File: config.mk
export PLATFORM = sky130hd
export DESIGN_NAME = port_chip_select_decoder
export DESIGN_NICKNAME = d
export VERILOG_FILES = /design/src/inc/strobe_dec_pkg.sv /design/src/rtl/port_chip_select_decoder.sv
export SDC_FILE = /design/constraint.sdc
export NUM_CORES = 1
export LEC_CHECK = 0
export ABC_AREA = 1
export BUFFER_PORTS_ARGS = -buffer_cell sky130_fd_sc_hd__clkbuf_2
export CAP_MARGIN = 20
export CORE_AREA = 2 2 117 175
export DETAILED_ROUTE_END_ITERATION = 10
export DIE_AREA = 0 0 119 177
export PLACE_DENSITY_LB_ADDON = 0.2
export SKIP_LAST_GASP = 1
export SYNTH_ARGS = -nofsm -noshare
export SYNTH_HDL_FRONTEND = slang
export SYNTH_SLANG_ARGS = --single-unit
File: constraint.sdc
create_clock -name clk -period 1.9 [get_ports clk]
set_input_delay 0.285 -clock clk [delete_from_list [all_inputs] [get_ports clk]]
set_output_delay 0.285 -clock clk [all_outputs]
set_load 0.05 [all_outputs]
File: src/inc/strobe_dec_pkg.sv
/*
 * Package for the port chip-select decoder: register offsets, field layout,
 * reset values, encodings and the carrier structs shared by the design.
 * Assumes an 8-bit register port with byte offsets as printed for the core.
 */
package strobe_dec_pkg;
    // ------------------------------------------------------------------
    // Register offsets
    // ------------------------------------------------------------------
    localparam logic [7:0] OFS_CFG_LOW = 8'hc2;   // Pins 0 and 1 configuration.
    localparam logic [7:0] OFS_CFG_HIGH = 8'hc3;  // Pins 2 and 3 configuration.
    localparam logic [7:0] OFS_POLARITY = 8'hae;  // Strobe polarity bits 7..4.
    localparam logic [7:0] OFS_BASE_L0 = 8'h84;   // Base address low, pin 0.
    localparam logic [7:0] OFS_BASE_H0 = 8'h85;   // Base address high, pin 0.
    localparam logic [7:0] OFS_BASE_L1 = 8'h94;
    localparam logic [7:0] OFS_BASE_H1 = 8'h95;
    localparam logic [7:0] OFS_BASE_L2 = 8'hac;
    localparam logic [7:0] OFS_BASE_H2 = 8'had;
    localparam logic [7:0] OFS_BASE_L3 = 8'hb4;
    localparam logic [7:0] OFS_BASE_H3 = 8'hb5;
    localparam logic [7:0] OFS_PORT_DATA = 8'hd8; // Port data latch.

    // ------------------------------------------------------------------
    // Field layout and reset values
    // ------------------------------------------------------------------
    localparam int FUN_POS_ODD = 6;   // Function field of the odd pin.
    localparam int CMP_POS_ODD = 4;   // Compare-length field of the odd pin.
    localparam int FUN_POS_EVEN = 2;  // Function field of the even pin.
    localparam int CMP_POS_EVEN = 0;  // Compare-length field of the even pin.
    localparam int POL_POS = 4;       // Polarity bit of pin 0 in its register.
    localparam logic [7:0] RST_CFG = 8'h00;
    localparam logic [3:0] RST_POL = 4'h0;
    localparam logic [15:0] RST_BASE = 16'h0000;
    localparam logic [3:0] RST_PORT = 4'hf;

    // ------------------------------------------------------------------
    // Encodings
    // ------------------------------------------------------------------
    localparam logic [1:0] FUN_IO = 2'h0;
    localparam logic [1:0] FUN_RD = 2'h1;
    localparam logic [1:0] FUN_WR = 2'h2;
    localparam logic [1:0] FUN_RW = 2'h3;
    localparam logic [1:0] CMP_FULL = 2'h0;
    localparam logic [1:0] CMP_A15_1 = 2'h1;
    localparam logic [1:0] CMP_A15_2 = 2'h2;
    localparam logic [1:0] CMP_A15_8 = 2'h3;

    // ------------------------------------------------------------------
    // Carrier structs
    // ------------------------------------------------------------------
    typedef struct packed {
        logic [7:0] addr;
        logic [7:0] wdata;
        logic wr;
        logic rd;
    } reg_req_t;

    typedef struct packed {
        logic [15:0] addr;
        logic rd;
        logic wr;
    } xbus_t;

    typedef struct packed {
        logic [7:0] cfg_low;
        logic [7:0] cfg_high;
        logic [3:0] polarity;
        logic [3:0][15:0] base;
        logic [3:0] port;
        logic [7:0] rdata;
        logic [3:0] pin_out;
        logic [3:0] pin_oe_n;
    } state_t;
endpackage

File: src/rtl/port_chip_select_decoder.sv
/*
 * Port chip-select decoder: four low port pins serve either as plain
 * quasi-bidirectional I/O bits or as address-matched chip-select strobes.
 * Software sets each pin up through two configuration bytes, a polarity
 * byte and a pair of base-address bytes per pin. The external bus is
 * decoded every cycle and the result is registered onto the pins, so a
 * strobe follows the bus one clock later. The port data latch drives
 * the pins that are left in I/O mode.
 *
 * Assumes the external bus address and read/write strobes are synchronous
 * to clk, and that the register master follows the one-cycle strobe port.
 * Assumes the pads carry a pull-up, so a released I/O pin reads as one.
 * Assumes the bus never raises read and write together; if it does, a
 * read/write strobe pin simply fires once for both.
 */
`timescale 1ns/1ps
module port_chip_select_decoder (
    clk,
    rst,
    req,
    rdata,
    xbus,
    pin_in,
    pin_out,
    pin_oe_n
);
    input wire logic clk;                       // Core clock, 200 MHz.
    input wire logic rst;                       // Synchronous reset, active high.
    input wire strobe_dec_pkg::reg_req_t req;   // Register port request.
    output logic [7:0] rdata;                   // Read data, one cycle after read.
    input wire strobe_dec_pkg::xbus_t xbus;     // External bus address and strobes.
    input wire logic [3:0] pin_in;              // Pin levels as seen at the pads.
    output logic [3:0] pin_out;                 // Pin drive value.
    output logic [3:0] pin_oe_n;                // Low while the pin is driven.

    // ------------------------------------------------------------------
    // Helper functions
    // ------------------------------------------------------------------

    // Compares an address against a base with the low bits masked by length.
    // A one in the mask marks a compared bit; the masked-off low bits are
    // don't-cares, which is what turns one base into an aligned window.
    function automatic logic addr_match(input logic [15:0] a, input logic [15:0] b,
                                        input logic [1:0] len);
        logic [15:0] mask;
        mask = 16'hffff;
        case (len)
            strobe_dec_pkg::CMP_FULL: mask = 16'hffff;
            strobe_dec_pkg::CMP_A15_1: mask = 16'hfffe;
            strobe_dec_pkg::CMP_A15_2: mask = 16'hfffc;
            strobe_dec_pkg::CMP_A15_8: mask = 16'hff00;
            default: mask = 16'hffff;
        endcase
        return ((a ^ b) & mask) == 16'h0000;
    endfunction

    // Returns the function field of pin n from the two config registers.
    // Each byte carries two pins: the even pin sits in the low nibble.
    function automatic logic [1:0] pin_fun(input logic [7:0] lo, input logic [7:0] hi,
                                           input int n);
        logic [1:0] f;
        case (n)
            0: f = lo[strobe_dec_pkg::FUN_POS_EVEN +: 2];
            1: f = lo[strobe_dec_pkg::FUN_POS_ODD +: 2];
            2: f = hi[strobe_dec_pkg::FUN_POS_EVEN +: 2];
            default: f = hi[strobe_dec_pkg::FUN_POS_ODD +: 2];
        endcase
        return f;
    endfunction

    // Returns the compare-length field of pin n.
    // The compare pair sits below the function pair in each nibble.
    function automatic logic [1:0] pin_cmp(input logic [7:0] lo, input logic [7:0] hi,
                                           input int n);
        logic [1:0] c;
        case (n)
            0: c = lo[strobe_dec_pkg::CMP_POS_EVEN +: 2];
            1: c = lo[strobe_dec_pkg::CMP_POS_ODD +: 2];
            2: c = hi[strobe_dec_pkg::CMP_POS_EVEN +: 2];
            default: c = hi[strobe_dec_pkg::CMP_POS_ODD +: 2];
        endcase
        return c;
    endfunction

    // ------------------------------------------------------------------
    // State
    // ------------------------------------------------------------------
    // Register map, one byte per place: configuration for pins 1 and 0,
    // configuration for pins 3 and 2 (odd pin in the high nibble, with
    // the function pair above the compare-length pair), polarity in bits
    // 7..4 for pins 3..0, a base low and base high byte per pin, and the
    // port data latch in bits 3..0. Reads have no side effects, so
    // software may poll any place freely; unmapped places read as zero.
    strobe_dec_pkg::state_t s_q; // All registered state.
    strobe_dec_pkg::state_t s_d; // Next value of the state.
    logic [3:0] strobe_act;      // Per-pin strobe active, before polarity.
    logic [3:0] is_strobe;       // Per-pin: configured as a strobe.

    // ------------------------------------------------------------------
    // Strobe decode
    // ------------------------------------------------------------------

    // The match is purely combinational on the current bus address, so a
    // configuration write lands on the very next external cycle.
    // Limitation: the window is aligned to its own size, so base bits that
    // fall under the mask are ignored; software should keep them clear.
    // The loop index picks which pin's fields each copy decodes.
    for (genvar g = 0; g < 4; g++) begin : g_dec
        logic [1:0] fn;
        logic hit;
        assign fn = pin_fun(s_q.cfg_low, s_q.cfg_high, g);
        assign hit = addr_match(xbus.addr, s_q.base[g],
                                pin_cmp(s_q.cfg_low, s_q.cfg_high, g));
        assign is_strobe[g] = fn != strobe_dec_pkg::FUN_IO;
        // Gating with the bus strobes keeps the pin quiet outside the cycle.
        assign strobe_act[g] = hit & (
            (xbus.rd & (fn == strobe_dec_pkg::FUN_RD)) |
            (xbus.wr & (fn == strobe_dec_pkg::FUN_WR)) |
            ((xbus.rd | xbus.wr) & (fn == strobe_dec_pkg::FUN_RW)));
    end

    // ------------------------------------------------------------------
    // Next-state logic
    // ------------------------------------------------------------------

    // Register writes, read mux and pin drive are all computed here.
    // A read in the same cycle as a write sees the value from before the
    // write; the master never does this, and it keeps the read path short.
    always_comb begin
        s_d = s_q;
        if (req.wr) begin
            case (req.addr)
                strobe_dec_pkg::OFS_CFG_LOW: s_d.cfg_low = req.wdata;
                strobe_dec_pkg::OFS_CFG_HIGH: s_d.cfg_high = req.wdata;
                strobe_dec_pkg::OFS_POLARITY: s_d.polarity = req.wdata[7:4];
                strobe_dec_pkg::OFS_BASE_L0: s_d.base[0][7:0] = req.wdata;
                strobe_dec_pkg::OFS_BASE_H0: s_d.base[0][15:8] = req.wdata;
                strobe_dec_pkg::OFS_BASE_L1: s_d.base[1][7:0] = req.wdata;
                strobe_dec_pkg::OFS_BASE_H1: s_d.base[1][15:8] = req.wdata;
                strobe_dec_pkg::OFS_BASE_L2: s_d.base[2][7:0] = req.wdata;
                strobe_dec_pkg::OFS_BASE_H2: s_d.base[2][15:8] = req.wdata;
                strobe_dec_pkg::OFS_BASE_L3: s_d.base[3][7:0] = req.wdata;
                strobe_dec_pkg::OFS_BASE_H3: s_d.base[3][15:8] = req.wdata;
                strobe_dec_pkg::OFS_PORT_DATA: s_d.port = req.wdata[3:0];
                default: s_d.port = s_q.port; // Unmapped writes are ignored.
            endcase
        end
        // Read data holds only in the cycle after the read; zero otherwise.
        // Clearing it every idle cycle means a stale byte can never be
        // mistaken for a fresh answer.
        s_d.rdata = 8'h00;
        if (req.rd) begin
            case (req.addr)
                strobe_dec_pkg::OFS_CFG_LOW: s_d.rdata = s_q.cfg_low;
                strobe_dec_pkg::OFS_CFG_HIGH: s_d.rdata = s_q.cfg_high;
                strobe_dec_pkg::OFS_POLARITY: s_d.rdata = {s_q.polarity, 4'h0};
                strobe_dec_pkg::OFS_BASE_L0: s_d.rdata = s_q.base[0][7:0];
                strobe_dec_pkg::OFS_BASE_H0: s_d.rdata = s_q.base[0][15:8];
                strobe_dec_pkg::OFS_BASE_L1: s_d.rdata = s_q.base[1][7:0];
                strobe_dec_pkg::OFS_BASE_H1: s_d.rdata = s_q.base[1][15:8];
                strobe_dec_pkg::OFS_BASE_L2: s_d.rdata = s_q.base[2][7:0];
                strobe_dec_pkg::OFS_BASE_H2: s_d.rdata = s_q.base[2][15:8];
                strobe_dec_pkg::OFS_BASE_L3: s_d.rdata = s_q.base[3][7:0];
                strobe_dec_pkg::OFS_BASE_H3: s_d.rdata = s_q.base[3][15:8];
                // Port read returns pin levels, as a quasi-bidirectional port does.
                strobe_dec_pkg::OFS_PORT_DATA: s_d.rdata = {4'h0, pin_in};
                default: s_d.rdata = 8'h00; // Unmapped reads return zero.
            endcase
        end
        // Registering the decoded strobe costs one cycle of latency, but it
        // keeps address-decode glitches off the pins.
        // Pin drive: a strobe pin is always driven; an I/O pin drives only a 0
        // and floats for a 1, so the pad can be read back like a port bit.
        for (int i = 0; i < 4; i++) begin
            if (is_strobe[i]) begin
                s_d.pin_out[i] = ~(strobe_act[i] ^ s_q.polarity[i]);
                s_d.pin_oe_n[i] = 1'b0;
            end else begin
                s_d.pin_out[i] = 1'b0;
                s_d.pin_oe_n[i] = s_q.port[i];
            end
        end
    end

    // Registers the whole state on every edge; reset loads constants only.
    // After reset every pin is an I/O pin with its latch at one, so all
    // four come out released and no peripheral is selected by accident.
    always_ff @(posedge clk) begin
        if (rst) begin
            s_q.cfg_low <= strobe_dec_pkg::RST_CFG;
            s_q.cfg_high <= strobe_dec_pkg::RST_CFG;
            s_q.polarity <= strobe_dec_pkg::RST_POL;
            s_q.base <= {4{strobe_dec_pkg::RST_BASE}};
            s_q.port <= strobe_dec_pkg::RST_PORT;
            s_q.rdata <= 8'h00;
            s_q.pin_out <= 4'h0;
            s_q.pin_oe_n <= 4'hf;
        end else begin
            s_q <= s_d;
        end
    end

    assign rdata = s_q.rdata;
    assign pin_out = s_q.pin_out;
    assign pin_oe_n = s_q.pin_oe_n;
endmodule

==> results of run 1 <==
-- worst reg2reg max path, stage by stage (launching register included) --
cell	delay, ns
dfxtp_1	0.37
inv_1	0.07
nand2_1	0.06
nand2_1	0.05
nor2_1	0.16
nand3_1	0.10
nor2_1	0.26
nand3_1	0.13
a21oi_1	0.21
-- cells in the mapped netlist --
| cell type | instances |
|---|---|
| nand4_1 | 1 |
| buf_2 | 13 |
| inv_2 | 3 |
| nand2_1 | 207 |
| nor3_2 | 4 |
| and2_1 | 1 |
| nor2_1 | 64 |
| buf_1 | 1 |
| o21ai_0 | 112 |
| nor3_1 | 2 |
| or2_2 | 1 |
| clkbuf_1 | 24 |
| nand3_2 | 5 |
| dfxtp_1 | 104 |
| nor3_4 | 4 |
| a21oi_1 | 99 |
| and3_1 | 1 |
| nor2_2 | 2 |
| xor2_1 | 7 |
| xnor2_1 | 4 |
| o21ai_1 | 1 |
| inv_1 | 111 |
| nand2_2 | 3 |
| buf_6 | 2 |
| buf_4 | 18 |
| nand3_1 | 106 |
-- routing by layer --
metal  vias up  share of wire  GRT usage  wire length (um)
li1       2960              -          -                 -
met2       171           0.51      0.390             11100
met1      2690           0.40      0.242              8760
met3        40          0.048     0.0280              1050
met5         -        0.00060          0                13
met4         2          0.040     0.0918               860
-- layout make-up --
type	count	area [um^2]
fillers	2197	13100
multi-input cells	624	2930
flip-flops and latches	104	2080
repair buffers	86	515
inverters	114	428
well taps	260	325
clock buffers	9	225
clock inverters	7	56.3
-- power breakdown --
| group | internal, W | total, W | switching, W |
|---|---|---|---|
| clock | 0.000905 | 0.00183 | 0.000922 |
| combinational | 0.000120 | 0.000409 | 0.000289 |
| sequential | 0.00218 | 0.00219 | 0.00000416 |
| total | 0.00321 | 0.00442 | 0.00121 |
-- kinds of logic (layout without fill, tap and decap cells) --
| family | after synthesis | in the layout |
|---|---|---|
| and+or+nand+nor | 401 | 401 |
| AOI/OAI and AO/OA | 212 | 212 |
| buffers and inverters | 172 | 216 |
| DFF | 104 | 104 |
| xor gates and xnor gates | 11 | 11 |
-- state kept, by name, summed over array words and instances, names as in the netlist --
signal and count:
g_dec.fn 8, pin_oe_n 4, pin_out 4, s_q 80, rdata 8
-- stage by stage --
step | util | instance area, um^2 | setup slack (ns) | total power [W] | instances
after floorplan | - | 5750 | 0.362 | 0.00246 | 900
after global placement | 0.320 | 6280 | 0.101 | 0.00265 | 1188
after detailed placement | 0.320 | 6280 | 0.0604 | 0.00265 | 1188
after CTS | 0.334 | 6560 | 0.413 | 0.00446 | 1204
after global routing | 0.334 | 6560 | 0.223 | 0.00461 | 1204
final | 0.334 | 6560 | 0.399 | 0.00442 | 1204
-- worst paths after layout --
path | startpoint | to | slack (ns) | depth (start not counted)
worst max-delay path | req[10] | s_q[43]$_SDFFE_PP0P_ | 0.40 | 8
worst min-delay path | rst | s_q[97]$_SDFFE_PP0P_ | 0.22 | 2
worst max register to register | s_q[44]$_SDFFE_PP0P_ | pin_out[1]$_SDFF_PP0_ | 0.42 | 8
worst min register to register | s_q[18]$_SDFFE_PP1P_ | s_q[18]$_SDFFE_PP1P_ | 0.48 | 2
==> results.cfg, run 1 <==
[run_status]
status = finished clean

[synthesis]
synth.distinct_cells = 26
synthMuxAreaShare = 0
synthCells = 900
synth_top_family_by_area = simple AND/OR/NAND/NOR gates
synth-seq-cells = 104
ys_seq_area_frac = 0.362
yosys-top-cells-area = dfxtp_1 36%, nand2_1 14%, o21ai_0 9.7%
synthSimpleGateAreaFrac = 0.308
avgSynthCellArea_um2 = 6.39
synth_area_um2 = 5750
netlist.area_leader.share = 0.362
synth_fa_ha_area_frac = 0
post-synth-top-area-cell = dfxtp_1
synth-xor-area-share = 0.0167
synth_compound_area_frac = 0.184
synth_fp_nets = 942
yosysWarnings = 0

[placement]
dp.final_hpwl_um = 16800
port_buffers = 57
globalplace.congestion = 0.949

[final_layout]
final_common_cell = nand2_1
num-nets-final = 981
drive_gt1_frac = 0.132
layout_common_cells = 207 x nand2_1, 112 x o21ai_0, 110 x inv_1
syn_to_final_growth_pct = 14.0
num_antenna_cells = 0

[timing]
post-route-period-util = 0.790
hold_ws_ns = 0.221
rsz0062_at_grt = false
fmaxAchievable_ghz = 0.666
slew_headroom = 0.655
fin_crit_ns = 1.50
clock_skew_ns = 0.00694
slew_viol_final = 0
setup_violations = 0
worst_pin_slew_ns = 0.517
finalHoldViolations = 0
tns_ns = 0

[routing]
first_iter_violations = 370
drtPass1Iterations = 6
wire_per_inst_um = 18.1
drt-total-wl_um = 21700
dr_total_vias = 5863
drc = 0
vias_per_cell = 4.87
ant_nets = 0

[floorplanning]
rows = 63
die_h_um = 177
fp.dieArea_um2 = 21100
fp.coreArea_um2 = 19600
initial_core_util = 0.293
pin_count = 58
dieWidth_um = 119

[critical_path]
end_kind = register
cp_cell_sequence = clkbuf_2 -> inv_1 -> nand2_1 -> nor3_4 -> buf_4 -> nand3_2 -> o21ai_0 -> a21oi_1
cp_max_fo = 16
critPathMaxStageDelay_ns = 0.27
cp-start-kind = input pin
critPathKind = in -> reg
cp_data_arrival_time_ns = 1.73
path_buf_inv = 3
cp_slowest_cell = buf_4
crit_required_ns = 2.13
critPathTopFamily = simple AND/OR/NAND/NOR gates

[pwr]
peakVddDrop_v = 0.000393
p_leak_nw = 2.75
power_density_nw_per_um2 = 674

[grt]
first_global_vias = 5685
grt_max_degree = 49
grt_pass1_wl_um = 33200
antenna_found_initial = 1
grt_usage = 0.211
overflow = 0

[run]
drv_cap = 0

[clock_tree]
cts_tree = done
post-cts-setup-buffer-count = 0
numCtsBuffers = 9
cts.path.max_buffers = 2
root_buffer = clkbuf_16
clock-sinks = 104
h-tree-depth = 3
clk_pin_slew_ns = 0.08
clk_latency_ns = 0.35
cts_resized = 0
cts_hold_buf = 0

[hold_path]
worstHoldPathType = in -> reg
Power figures use the tool's default switching activity.
==> inputs of run 2 (changes only) <==
==> constraint.sdc (replaced) <==
create_clock -name clk -period 1.5 [get_ports clk]
set_input_delay 0.225 -clock clk [delete_from_list [all_inputs] [get_ports clk]]
set_output_delay 0.225 -clock clk [all_outputs]
set_load 0.05 [all_outputs]
==> run 2 against run 1 <==
- wire length rose by 1.2%
- first-iteration DRC count increased by 6.8%
- sequential power up 26%
- non-clock buffer count increased by 40
- combinational power grew 38%
- die area is the same
- critical path depth rose by 1
- global-route usage up 0.38 points
- critical path type is now reg -> reg
- largest power group unchanged
==> results.cfg, run 2 (synthesized netlist as in run 1, its figures left out) <==
[critical_path]
critPathKind = reg -> reg
cp-start-kind = register
end_kind = register
cp_data_arrival_time_ns = 1.67
critPathMaxStageDelay_ns = 0.31
reg2reg_to = pin_out[3]$_SDFF_PP0_
rrSetupSlack_ns = 0.12
cp_max_fo = 3
reg2reg_depth = 9
cp_slowest_cell = dfxtp_1
crit_top_cell = nand2_1
cp_cell_sequence = inv_1 -> nand2_1 -> nand2_1 -> nand2_1 -> nor2_1 -> nand2_2 -> nor2_2 -> nand3_1 -> a21oi_1
reg2reg_from = s_q[81]$_SDFFE_PP0P_
crit_required_ns = 1.79

[routing]
wl_met3_um = 725
drt-total-wl_um = 22000
wl_met1_um = 9070
drtPass1Iterations = 4
dr_total_vias = 5899
drc = 0
highest-signal-layer = met4
routed-wl-met2_um = 11500
first_iter_violations = 395
wire_per_inst_um = 17.7
ant_nets = 0
vias_per_cell = 4.74

[timing]
slew_headroom = 0.691
post-route-period-util = 0.921
setup_violations = 0
clock_skew_ns = 0.0148
worst_pin_slew_ns = 0.463
finalHoldViolations = 0
fin_crit_ns = 1.38
rsz0062_at_grt = true
fmaxAchievable_ghz = 0.724
slew_viol_final = 0

[final_layout]
drive_gt1_frac = 0.175
final_core_util = 0.355
fillers = 2172
stdcell_area_um2 = 6970
regMostFlops = s_q
largest_reg_flops = 80
layout_common_cells = 206 x nand2_1, 112 x o21ai_0, 110 x inv_1
final_common_cell = nand2_1
num-nets-final = 1021
num_antenna_cells = 0
syn_to_final_growth_pct = 21.2

[placement]
dp.final_hpwl_um = 17200
place_area_um2 = 6680
port_buffers = 57
globalplace.congestion = 0.947

[grt]
grt_usage = 0.215
grt_pass1_wl_um = 33600
first_global_vias = 5872
overflow = 0
grt_max_degree = 40
antenna_found_initial = 0

[clock_tree]
numCtsBuffers = 9
root_buffer = clkbuf_16
clock-sinks = 104
cts_hold_buf = 0
clk_latency_ns = 0.37
cts.path.max_buffers = 2
h-tree-depth = 3
clk_pin_slew_ns = 0.07
cts_tree = done

[floorplanning]
initial_core_util = 0.293
fp.coreArea_um2 = 19600
dieWidth_um = 119
fp.dieArea_um2 = 21100
rows = 63
die_h_um = 177
pin_count = 58

[hold_path]
min_to = s_q[100]$_SDFFE_PP0P_
holdPathStages = 3
worstHoldPathType = in -> reg
hp-start = rst

[pwr]
p_leak_nw = 3.00
peakVddDrop_v = 0.000502
power_density_nw_per_um2 = 812

[run_status]
status = finished clean

[run]
drv_cap = 0
[run 2: cell count changes in the layout (fill, tap and decap cells not counted), moves of 2 or more]
| cell | before | now |
|---|---|---|
| inv_6 | 1 | 3 |
| buf_4 | 28 | 60 |
| buf_12 | 1 | 9 |
| nor2_1 | 64 | 60 |
| clkinvlp_4 | 3 | 1 |
| nor2_2 | 2 | 6 |
[run 2: final cells by class]
type / count / area, um^2 / share of cell area
Clock buffer: 9 / 225 / 0.0323
Clock inverter: 7 / 52.6 / 0.00753
Inverter: 114 / 428 / 0.0614
Multi-Input combinational cell: 624 / 2950 / 0.422
Sequential cell: 104 / 2080 / 0.299
Tap cell: 260 / 325 / 0.0466
Timing Repair Buffer: 126 / 916 / 0.131
[run 2: worst max-delay path: cells and delay by family, from the launching register on]
family | cells | cell delay, ns
DFF | 1 | 0.31
and+or+nand+nor | 7 | 0.72
AOI/OAI and AO/OA | 1 | 0.17
buffers and inverters | 1 | 0.12
[run 2: how the worst max path moves through the flow]
| stage | start | end | slack, ns | depth (start not counted) |
|---|---|---|---|---|
| 6_report | s_q[81]$_SDFFE_PP0P_ | pin_out[3]$_SDFF_PP0_ | 0.12 | 9 |
| 5_1_grt | s_q[44]$_SDFFE_PP0P_ | pin_out[1]$_SDFF_PP0_ | -0.04 | 8 |
| 4_1_cts | s_q[28]$_SDFFE_PP0P_ | pin_out[0]$_SDFF_PP0_ | 0.02 | 8 |
| 3_5_place_dp | req[10] | s_q[16]$_SDFFE_PP1P_ | -0.33 | 8 |
| 3_3_place_gp | req[10] | s_q[16]$_SDFFE_PP1P_ | -0.27 | 8 |
| 2_1_floorplan | req[15] | g_dec[1].fn[0]$_SDFFE_PP0P_ | 0.02 | 8 |
[run 2: layer usage]
metal	global-route usage	up-vias
met4	0.102	0
met3	0.0290	32
met5	0	-
met1	0.246	2689
met2	0.393	139
li1	-	3039
[run 2: through the flow]
step	instances	hold WS, ns	power, W	TNS (ns)	worst slack, ns
after floorplan	900	0.415	0.00312	0	0.0222
after global placement	1228	0.464	0.00339	-4.66	-0.268
after detailed placement	1228	0.463	0.00340	-5.84	-0.326
after CTS	1244	0.209	0.00570	0	0.0152
after global routing	1244	0.228	0.00588	-0.0430	-0.0430
final	1244	0.220	0.00566	0	0.119
[run 2: what timing repair did]
| action | in CTS | in global routing |
|---|---|---|
| setup endpoints to repair | 0 | 10 |
| buffers inserted | 0 | 0 |
| gates resized for setup | 0 | 7 |
[run 2: power by group]
part / internal, W / leakage, nW / switching, W
Clock: 0.00114 / 0.137 / 0.00118
Combinational: 0.000187 / 2.02 / 0.000379
Sequential: 0.00276 / 0.838 / 0.00000509
Total: 0.00409 / 3.00 / 0.00157
==> inputs of run 3 (changes only) <==
--- a/config.mk
+++ b/config.mk
@@ -16,3 +16,4 @@
 export SYNTH_ARGS = -nofsm -noshare
 export SYNTH_HDL_FRONTEND = slang
 export SYNTH_SLANG_ARGS = --single-unit
+export TNS_END_PERCENT = 100
==> constraint.sdc (replaced) <==
create_clock -name clk -period 1.4 [get_ports clk]
set_input_delay 0.21 -clock clk [delete_from_list [all_inputs] [get_ports clk]]
set_output_delay 0.21 -clock clk [all_outputs]
set_load 0.05 [all_outputs]
==> run 3 against run 2 <==
- combinational power rose by 17%
- power rose by 9.6%
- fmax rose by 5.1%
- largest cell class unchanged
- first-iteration DRC count fell by 5.6%
==> results.cfg, run 3 (synthesized netlist as in run 1, its figures left out) <==
[critical_path]
cp_data_arrival_time_ns = 1.60
reg2reg_from = s_q[81]$_SDFFE_PP0P_
crit_required_ns = 1.69
crit_top_cell = nand2_1
cp_cell_sequence = inv_1 -> nand2_1 -> nand2_1 -> nand2_1 -> nor2_1 -> nand2_1 -> nor2_1 -> buf_4 -> nand3_1 -> a21oi_1
cp_max_fo = 3
rrSetupSlack_ns = 0.09
path_buf_inv = 2
end_kind = register
reg2reg_depth = 10
reg2reg_to = pin_out[3]$_SDFF_PP0_
cp_slowest_cell = dfxtp_1
critPathTopFamily = simple AND/OR/NAND/NOR gates
cp-start-kind = register
critPathMaxStageDelay_ns = 0.31
critPathKind = reg -> reg

[floorplanning]
fp.dieArea_um2 = 21100
initial_core_util = 0.293
die_h_um = 177
pin_count = 58
fp.coreArea_um2 = 19600
dieWidth_um = 119
rows = 63

[clock_tree]
clk_latency_ns = 0.37
clk_pin_slew_ns = 0.07
cts_tree = done
h-tree-depth = 3
clock-sinks = 104
cts_hold_buf = 0
post-cts-setup-buffer-count = 0
numCtsBuffers = 9
root_buffer = clkbuf_16
cts.path.max_buffers = 2

[routing]
ant_nets = 0
vias_per_cell = 4.67
drtPass1Iterations = 7
dr_total_vias = 6082
first_iter_violations = 373
wire_per_inst_um = 17.0
drt-total-wl_um = 22100
drc = 0

[run_status]
status = finished clean

[final_layout]
drive_gt1_frac = 0.237
largest_reg_flops = 80
final_common_cell = nand2_1
num-nets-final = 1079
layout_common_cells = 203 x nand2_1, 115 x buf_4, 111 x o21ai_0
syn_to_final_growth_pct = 30.7
regMostFlops = s_q
stdcell_area_um2 = 7520
fillers = 2147
num_antenna_cells = 0

[timing]
post-route-period-util = 0.939
worst_pin_slew_ns = 0.413
fmaxAchievable_ghz = 0.761
rsz0062_at_grt = false
slew_headroom = 0.725
finalHoldViolations = 0
fin_crit_ns = 1.31
slew_viol_final = 0
tns_ns = 0
setup_violations = 0
clock_skew_ns = 0.00810

[run]
drv_cap = 0

[hold_path]
holdPathStages = 2
worstHoldPathType = in -> reg
hp-start = rst
min_to = s_q[100]$_SDFFE_PP0P_

[grt]
antenna_found_initial = 0
grt_max_degree = 54
grt_usage = 0.217
grt_pass1_wl_um = 33800
overflow = 0
first_global_vias = 5870

[pwr]
peakVddDrop_v = 0.000529
power_density_nw_per_um2 = 826
p_leak_nw = 3.31

[placement]
dp.final_hpwl_um = 17600
port_buffers = 57
globalplace.congestion = 0.897
place_area_um2 = 7150
==> run 3: final cells by class <==
type                       instances  area (um^2)  share of cell area
sequential                       104         2090               0.278
clock inverter                     4         45.0             0.00599
multi-input combinational        624         3010               0.400
inverter                         114          428              0.0569
timing repair buffer             184         1380               0.184
tap                              260          325              0.0433
clock buffer                      11          243              0.0323
==> run 3: how the worst max path moves through the flow <==
stage	from	endpoint	cells past startpoint
finish	s_q[81]$_SDFFE_PP0P_	pin_out[3]$_SDFF_PP0_	10
global route	s_q[81]$_SDFFE_PP0P_	pin_out[3]$_SDFF_PP0_	10
CTS	s_q[49]$_SDFFE_PP0P_	pin_out[1]$_SDFF_PP0_	10
detailed placement	req[16]	rdata[3]$_SDFF_PP0_	9
floorplan	req[11]	s_q[34]$_SDFFE_PP0P_	7
global placement	req[16]	rdata[3]$_SDFF_PP0_	9
==> run 3: metrics by stage <==
stage          setup slack [ns]  power, W  instances  hold WS [ns]  utilization
6_report                 0.0859   0.00621       1301         0.150        0.383
5_1_grt                0.000981   0.00644       1301         0.179        0.383
4_1_cts                 0.00194   0.00625       1301         0.140        0.380
3_5_place_dp             -0.254   0.00369       1286         0.460        0.364
3_3_place_gp             -0.263   0.00369       1286         0.456        0.364
2_1_floorplan          -0.00274   0.00334        900         0.400            -
==> run 3: timing repair <==
item                                    4_1_cts  5_1_grt
endpoints found under the hold margin         0        0
resized for setup                             4       28
pin swaps                                     1        9
endpoints found under the setup margin        4        4
==> run 3: worst register-to-register path: cells and delay by family, from the launching register on <==
family / cells / cell delay, ns
and+or+nand+nor: 7 / 0.54
DFF: 1 / 0.31
buffers and inverters: 2 / 0.24
AOI/OAI and AO/OA: 1 / 0.16
==> run 3: power by group <==
group | internal [W] | switching [W]
Clock | 0.00142 | 0.00116
Sequential | 0.00296 | 0.00000467
Combinational | 0.000243 | 0.000423
Total | 0.00462 | 0.00158
==> run 3: routing by layer <==
metal,wire length (um),up-vias,global-route usage
met5,0,-,0
met4,813,0,0.0982
met3,646,37,0.0300
met2,11500,122,0.394
met1,9150,2764,0.251
li1,-,3159,-
